[src/hw/isd_defs.vh]
`ifndef ISD_DEFS_VH
`define ISD_DEFS_VH
// descriptor word three field positions (bit numbers within the 64-bit word)
`define ISD_SSM_LO 0
`define ISD_SSM_HI 7
`define ISD_SLOT0_LO 8
`define ISD_SLOT0_HI 10
`define ISD_CSM_LO 32
`define ISD_CSM_HI 39
`define ISD_CERR_LO 55
`define ISD_CERR_HI 56
`define ISD_TOGGLE 57
`define ISD_PHASE 59
`define ISD_XERR 60
`define ISD_BABBLE 61
`define ISD_HALT 62
`define ISD_ACTIVE 63
// status slot bit meanings
`define ISD_ST_XERR 0
`define ISD_ST_BABBLE 1
`define ISD_ST_UNDER 2
// frame number field in descriptor word one
`define ISD_FRM_LO 3
`define ISD_FRM_HI 7
// outcome codes from the transaction engine
`define ISD_RES_ACK 3'h0
`define ISD_RES_NAK 3'h1
`define ISD_RES_STALL 3'h2
`define ISD_RES_XERR 3'h3
`define ISD_RES_BABBLE 3'h4
`define ISD_RES_UNDER 3'h5
`define ISD_CERR_ZERO 2'h0
// start-split microframes that an IN descriptor may use, and the full mask for OUT
`define ISD_IN_SS_MASK 8'h0F
`define ISD_ALL_MF_MASK 8'hFF
`define ISD_MF_COUNT 8
`endif

[src/hw/isd_slot_file.v]
`timescale 1ns/1ps
`include "isd_defs.vh"
// eight three-bit outcome slots, one per microframe, with summary or-reduction
module isd_slot_file (
	input wire clk,
	input wire reset,
	input wire clear_all,
	input wire wr_en,
	input wire [2:0] wr_idx,
	input wire [2:0] wr_val,
	output wire [23:0] slots,
	output wire any_xerr,
	output wire any_babble
);
	reg [2:0] slot_q [0:7];
	integer i;

	// slots are written only by hardware; clear_all starts a fresh descriptor
	always @(posedge clk) begin
		if (reset || clear_all) begin
			for (i = 0; i < `ISD_MF_COUNT; i = i + 1) begin
				slot_q[i] <= 3'h0;
			end
		end else if (wr_en) begin
			slot_q[wr_idx] <= wr_val;
		end
	end

	genvar g;
	generate
		for (g = 0; g < 8; g = g + 1) begin : g_pack
			assign slots[3*g+2:3*g] = slot_q[g];
		end
	endgenerate

	// summaries follow slot bits across all microframes
	assign any_xerr = |{slot_q[0][0], slot_q[1][0], slot_q[2][0], slot_q[3][0],
		slot_q[4][0], slot_q[5][0], slot_q[6][0], slot_q[7][0]};
	assign any_babble = |{slot_q[0][1], slot_q[1][1], slot_q[2][1], slot_q[3][1],
		slot_q[4][1], slot_q[5][1], slot_q[6][1], slot_q[7][1]};
endmodule // isd_slot_file

[src/hw/isd_interrupt_split.v]
`timescale 1ns/1ps
`include "isd_defs.vh"
module isd_interrupt_split (
	input wire clk,
	input wire reset,
	// software load of a fresh descriptor
	input wire load,
	input wire [63:0] load_word_three,
	input wire [7:0] load_word_one,
	input wire load_valid,
	input wire dir_in,
	// scheduler side
	input wire [2:0] microframe,
	input wire [4:0] bus_frame,
	input wire mf_tick,
	output wire issue_req,
	output wire issue_complete,
	// transaction engine result
	input wire result_valid,
	input wire [2:0] result_code,
	// descriptor image as seen by software
	output wire [63:0] descriptor_word_three,
	output reg done_pulse
);
	reg active_q;
	reg halt_q;
	reg phase_q;
	reg toggle_q;
	reg [1:0] cerr_q;
	reg [7:0] ssm_q;
	reg [7:0] csm_q;
	reg [4:0] frame_q;
	reg dir_in_q;
	reg pend_q;
	reg [2:0] pend_mf_q;
	wire [23:0] slots;
	// summary flags come straight from the slot file
	wire any_xerr;
	wire any_babble;
	wire frame_ok;
	wire ss_hit;
	wire cs_hit;
	reg slot_we;
	reg [2:0] slot_val;
	wire [7:0] ssm_left;
	wire [7:0] csm_left;
	wire [8:0] flag_bits;

	// one-hot bit for a microframe index
	function [7:0] mf_bit;
		input [2:0] idx;
		begin
			mf_bit = 8'h01 << idx;
		end
	endfunction

	// mask with the bit of a handled microframe taken out
	function [7:0] drop_bit;
		input [7:0] mask;
		input [2:0] idx;
		begin
			drop_bit = mask & ~mf_bit(idx);
		end
	endfunction

	// OUT gates on the frame match before looking at the mask
	assign frame_ok = dir_in_q || (frame_q == bus_frame);
	assign ss_hit = active_q && !phase_q && frame_ok && ((ssm_q & mf_bit(microframe)) != 8'h00);
	// complete splits exist only for IN and only while the phase bit is set, by an answered start split or by the load
	assign cs_hit = active_q && phase_q && dir_in_q && ((csm_q & mf_bit(microframe)) != 8'h00);
	// a tick that arrives while an attempt is outstanding is dropped, not queued;
	// the scheduler simply revisits the descriptor in a later microframe
	assign issue_req = mf_tick && !pend_q && (ss_hit || cs_hit);
	// the phase bit doubles as the split kind the scheduler must send
	assign issue_complete = phase_q;

	// masks as they stand once the pending microframe is retired
	assign ssm_left = drop_bit(ssm_q, pend_mf_q);
	assign csm_left = drop_bit(csm_q, pend_mf_q);

	// map the engine result to a slot code; nak and ack leave no error bits
	// babble only means something on IN and underrun only on OUT, so the other is dropped
	always @* begin
		slot_val = 3'h0;
		slot_we = result_valid && pend_q && active_q;
		case (result_code)
			`ISD_RES_XERR: slot_val[`ISD_ST_XERR] = 1'b1;
			`ISD_RES_BABBLE: slot_val[`ISD_ST_BABBLE] = dir_in_q;
			`ISD_RES_UNDER: slot_val[`ISD_ST_UNDER] = !dir_in_q;
			default: slot_val = 3'h0;
		endcase
	end

	// slot writes stop with the active flag, which keeps a retired image frozen
	isd_slot_file u_slots (
		.clk(clk),
		.reset(reset),
		.clear_all(load),
		.wr_en(slot_we),
		.wr_idx(pend_mf_q),
		.wr_val(slot_val),
		.slots(slots),
		.any_xerr(any_xerr),
		.any_babble(any_babble)
	);

	// descriptor state; retries hold the mask bit so the attempt repeats next pass
	// priority: reset, then a software load, then a new issue, then a result;
	// issue and result cannot meet because an issue needs nothing pending
	always @(posedge clk) begin
		done_pulse <= 1'b0;
		if (reset) begin
			// outputs read zero and nothing is pending until the first load
			active_q <= 1'b0;
			halt_q <= 1'b0;
			phase_q <= 1'b0;
			toggle_q <= 1'b0;
			cerr_q <= 2'h0;
			ssm_q <= 8'h00;
			csm_q <= 8'h00;
			frame_q <= 5'h00;
			dir_in_q <= 1'b0;
			pend_q <= 1'b0;
			pend_mf_q <= 3'h0;
		end else if (load) begin
			// a load drops any attempt in flight; its late result finds nothing pending
			active_q <= load_word_three[`ISD_ACTIVE] & load_valid;
			halt_q <= 1'b0;
			phase_q <= load_word_three[`ISD_PHASE];
			toggle_q <= load_word_three[`ISD_TOGGLE];
			cerr_q <= load_word_three[`ISD_CERR_HI:`ISD_CERR_LO];
			// IN start splits beyond microframe 3 are masked off defensively
			ssm_q <= load_word_three[`ISD_SSM_HI:`ISD_SSM_LO]
				& (dir_in ? `ISD_IN_SS_MASK : `ISD_ALL_MF_MASK);
			csm_q <= dir_in ? load_word_three[`ISD_CSM_HI:`ISD_CSM_LO] : 8'h00;
			frame_q <= load_word_one[`ISD_FRM_HI:`ISD_FRM_LO];
			dir_in_q <= dir_in;
			pend_q <= 1'b0;
		end else if (issue_req) begin
			// remember the microframe so the result lands in the right slot
			pend_q <= 1'b1;
			pend_mf_q <= microframe;
		end else if (result_valid && pend_q) begin
			pend_q <= 1'b0;
			case (result_code)
				`ISD_RES_ACK: begin
					if (!phase_q) begin
						ssm_q <= ssm_left;
						if (dir_in_q) begin
							// an IN start split only opens the way for the complete split
							phase_q <= 1'b1;
						end else begin
							toggle_q <= ~toggle_q;
							if (ssm_left == 8'h00) begin
								active_q <= 1'b0;
								done_pulse <= 1'b1;
							end
						end
					end else begin
						csm_q <= 8'h00;
						toggle_q <= ~toggle_q;
						active_q <= 1'b0;
						done_pulse <= 1'b1;
					end
				end
				`ISD_RES_NAK: begin
					// a nak on a complete split gives up that microframe only
					if (phase_q) begin
						csm_q <= csm_left;
					end
				end
				`ISD_RES_STALL: begin
					// a stalled endpoint retires the descriptor; no retry is spent
					halt_q <= 1'b1;
					active_q <= 1'b0;
					done_pulse <= 1'b1;
					if (!phase_q) begin
						ssm_q <= ssm_left;
					end else begin
						csm_q <= csm_left;
					end
				end
				default: begin
					// failed attempt: spend a retry, give up when none are left
					if (cerr_q == `ISD_CERR_ZERO) begin
						halt_q <= 1'b1;
						active_q <= 1'b0;
						done_pulse <= 1'b1;
						// the last attempt still counts as handled, so its mask bit goes
						if (!phase_q) begin
							ssm_q <= ssm_left;
						end else begin
							csm_q <= csm_left;
						end
					end else begin
						// the mask bit stays, so the same microframe is tried again later
						cerr_q <= cerr_q - 2'h1;
					end
				end
			endcase
		end
	end

	// upper flag group: active, halt, babble, error, phase, reserved, toggle, retry count
	assign flag_bits = {active_q, halt_q, any_babble, any_xerr, phase_q, 1'b0,
		toggle_q, cerr_q};
	// software-visible image of descriptor word three; the reserved middle reads zero
	assign descriptor_word_three = {flag_bits, 15'h0000, csm_q, slots, ssm_q};
endmodule // isd_interrupt_split

[config.mk]
export PLATFORM = sky130hd
export DESIGN_NAME = isd_interrupt_split
export DESIGN_NICKNAME = d
export VERILOG_FILES = /design/src/hw/isd_slot_file.v /design/src/hw/isd_interrupt_split.v
export VERILOG_INCLUDE_DIRS = /design/src /design/src/hw
export SDC_FILE = /design/constraint.sdc
export NUM_CORES = 1
export LEC_CHECK = 0
export BUFFER_PORTS_ARGS = -buffer_cell sky130_fd_sc_hd__buf_2
export CAP_MARGIN = 20
export CELL_PAD_IN_SITES_DETAIL_PLACEMENT = 0
export CELL_PAD_IN_SITES_GLOBAL_PLACEMENT = 2
export CORE_MARGIN = 5
export CORE_UTILIZATION = 25
export DETAILED_ROUTE_END_ITERATION = 10
export PLACE_DENSITY_LB_ADDON = 0.1
export SYNTH_ARGS = -nofsm -noshare
export SYNTH_HDL_FRONTEND = slang
export SYNTH_HIERARCHICAL = 1
export SYNTH_SLANG_ARGS = --single-unit
[constraint.sdc]
create_clock -name clk -period 3 [get_ports clk]
set_input_delay 0.75 -clock clk [delete_from_list [all_inputs] [get_ports clk]]
set_output_delay 0.75 -clock clk [all_outputs]
set_load 0.03 [all_outputs]
==> flow_summary.toml <==
[status]
status = "finished clean"

[pwr]
power.switching_fraction = 0.249
power_switching_uw = 578
vdd_drop_max_mv = 0.174
power_report.internal_total_mw = 1.74
pwr-share-comb = 0.122
post-layout-total-power_mw = 2.32
p_per_area_nw_per_um2 = 573
seq_power_share = 0.374
pwr-share-clk = 0.504
total_leakage_power_nw = 1.67

[critical_path]
worst-path-max-fanout = 6
worst-r2r-setup-slack_ns = 0.83
critical_path_class = "in2out"
worst-r2r-cell-count = 8
critical_path.startpoint_type = "input port"
critical_path_required_ns = 2.25
worst_ep_arrival_time_ns = 2.18
endpoint_kind = "output port"

[place]
place.detailed.hpwl_um = 7340
port-buffer-count = 94
routabilityCongestion = 0.693

[synth]
synthesis.instances = 339
synth_top_cell_area_share = 0.231
synth_async_sr_flop_share = 0
most_used_dff_post_synth = "sky130_fd_sc_hd__dfxtp_1"
synth-edff-count = 24
synth.ff_latch_count = 57
synth_top_cells_by_count = "43 x sky130_fd_sc_hd__nor2_1, 33 x sky130_fd_sc_hd__dfxtp_1, 30 x sky130_fd_sc_hd__a21oi_1"
post_synth.cell_area_avg_um2 = 9.21
synth_area_leaders = "sky130_fd_sc_hd__edfxtp_1 23%, sky130_fd_sc_hd__dfxtp_1 21%, sky130_fd_sc_hd__buf_4 6.0%"
synth-warning-count = 6
synth_seq_area_share = 0.442
synth_area_leader_cell = "sky130_fd_sc_hd__edfxtp_1"
mappedNetlistArea_um2 = 3120
synthMostInstantiatedCell = "sky130_fd_sc_hd__nor2_1"
netlist-cell-type-count = 56

[layout]
antenna-diode-count = 0
drive_above_1_share = 0.330
area.growth.synth_to_final_pct = 29.6
n_fill_cell = 1309
design.final.nets = 523

[global_routing]
vias_in_the_first_global_route = 2809
grt_first_pass_wirelength_um = 15300
maximum_number_of_pins_on_one_net_before_global_route_repair = 26
grt_antenna_before_repair = 0
grt.overflow.total = 0
grt_use_total = 0.133

[die]
die_width_um = 122
die_area_um2 = 14800
initial_cell_density_of_the_core = 0.258
design.core.area_um2 = 12100
top_level_ports = 157
floorplan.rows = 40
die_y_um = 122

[timing]
clock_skew_ns = 0.00934
timing.fmax_mhz = 341
final_number_of_hold_violating_endpoints = 0
fin_worst_hold_slack_ns = 0.490
setup_repair_after_global_routing_missed_its_margin = "false"
finalCritPeriodShare = 0.976
finalSetupViolCount = 0
worst_pin_slew_ns = 0.851
timing.slew.headroom = 0.432
post-route-min-period_ns = 2.93
slew_limit_fails = 0
setup-tns-final_ns = 0

[route]
first_iter_violations = 129
drt-vias-per-instance = 4.40
antenna_left = 0
detail_route.drc_violations = 0
wl_per_cell_um = 15.7
drt-pass1-iter-count = 4
detailroute.via_count = 2665
route.final.wire_length_um = 9470

[clock_network]
cts_num_sinks = 57
cts_hold_buf = 0
worstSkewPairLatency_ns = 0.33
clk_path_buf_depth = 2
cts_made_buffers = 9
cts-root-buf = "sky130_fd_sc_hd__clkbuf_16"
tritoncts = "built"
clkTransAtPathRegs_ns = 0.05
ctsHtreeMaxLevel = 3

[min_path]
worst_hold_path_type = "reg2reg"
hold-path-cell-count = 2

[run]
drv_cap = 0
routing by layer:
layer  track usage  share of wire  vias up
met2         0.212           0.47       68
met5             0              0        -
li1              -              -     1354
met1         0.177           0.47     1231
met3        0.0288          0.046       12
met4        0.0525          0.018        0
worst max-delay path: stages:
cell                      delay, ns
sky130_fd_sc_hd__buf_6         0.11
sky130_fd_sc_hd__mux4_2        0.50
sky130_fd_sc_hd__mux2_4        0.30
sky130_fd_sc_hd__nand4_1       0.11
sky130_fd_sc_hd__o41a_4        0.18
sky130_fd_sc_hd__nor3b_4       0.05
sky130_fd_sc_hd__buf_4         0.18
logic make-up after synthesis:
logic type	share of synthesized area
and+or+nand+nor	0.237
AOI/OAI and AO/OA	0.145
DFF	0.442
buffers and inverters	0.0937
muxes	0.0577
xor gates and xnor gates	0.0196
adders and majority gates	0.00401
other	0.00120
path summary, 6_finish.rpt:
path / startpoint / to
worst max-delay path: microframe[0] / issue_req
worst min-delay path: csm_q[7] / csm_q[7]
worst max register to register: ssm_q[6] / pend_mf_q[2]
worst min register to register: csm_q[7] / csm_q[7]
power by group through the flow:
| stage | clock, mW | sequential (mW) | combinational (mW) |
|---|---|---|---|
| 4_1_cts | 1.20 | 0.867 | 0.286 |
| 3_5_place_dp | 0 | 0.883 | 0.283 |
| 3_3_place_gp | 0 | 0.882 | 0.282 |
| 5_1_grt | 1.23 | 0.872 | 0.311 |
| 6_report | 1.17 | 0.866 | 0.283 |
| 2_1_floorplan | 0 | 0.929 | 0.156 |
state kept, by name (all words and copies together), names as in the netlist:
name / count
u_slots/slot_q: 24
csm_q: 8
ssm_q: 8
frame_q: 5
pend_mf_q: 3
cerr_q: 2
active_q: 1
dir_in_q: 1
done_pulse: 1
halt_q: 1
issue_complete: 1
pend_q: 1
toggle_q: 1
per-stage QoR:
step	instance area [um^2]	std cells	utilization	setup slack (ns)
floorplan	3180	354	-	0.0902
global placement	3690	588	0.304	-0.0812
detailed placement	3690	588	0.304	-0.103
CTS	4020	604	0.332	0.0316
global route	4050	605	0.334	0.0212
finish	4050	605	0.334	0.0714
cells in the final DEF (no fill, tap or decap), types with 3 or more instances in the layout:
cell	instances
sky130_fd_sc_hd__o21ai_1	8
sky130_fd_sc_hd__edfxtp_1	24
sky130_fd_sc_hd__mux2i_1	9
sky130_fd_sc_hd__nor2_1	43
sky130_fd_sc_hd__xor2_1	3
sky130_fd_sc_hd__nand2_1	28
sky130_fd_sc_hd__buf_2	92
sky130_fd_sc_hd__o21ai_0	18
sky130_fd_sc_hd__nor3_2	5
sky130_fd_sc_hd__bufinv_16	3
sky130_fd_sc_hd__and3_1	3
sky130_fd_sc_hd__nor3_1	9
sky130_fd_sc_hd__clkbuf_16	9
sky130_fd_sc_hd__buf_4	14
sky130_fd_sc_hd__o31ai_1	4
sky130_fd_sc_hd__a21oi_1	30
sky130_fd_sc_hd__inv_1	8
sky130_fd_sc_hd__nor4b_1	3
sky130_fd_sc_hd__nor2_2	5
sky130_fd_sc_hd__nand3b_1	4
sky130_fd_sc_hd__nand2b_1	8
sky130_fd_sc_hd__nor2b_1	4
sky130_fd_sc_hd__dfxtp_1	33
sky130_fd_sc_hd__conb_1	16
sky130_fd_sc_hd__nand3_1	5
sky130_fd_sc_hd__xnor2_1	4
sky130_fd_sc_hd__nor4_1	6
timing repair:
item	4_1_cts	5_1_grt
setup buffers	0	1
resized for setup	5	3
endpoints found under the setup margin	1	1
final cells by class:
cell class / instances / area [um^2] / area share
Sequential cell: 57 / 1380 / 0.341
Clock buffer: 10 / 229 / 0.0566
Inverter: 8 / 30.0 / 0.00742
Tap cell: 168 / 210 / 0.0519
Timing Repair Buffer: 107 / 577 / 0.143
Multi-Input combinational cell: 249 / 1510 / 0.374
Clock inverter: 6 / 106 / 0.0263
(Power assumes the default switching activity.)
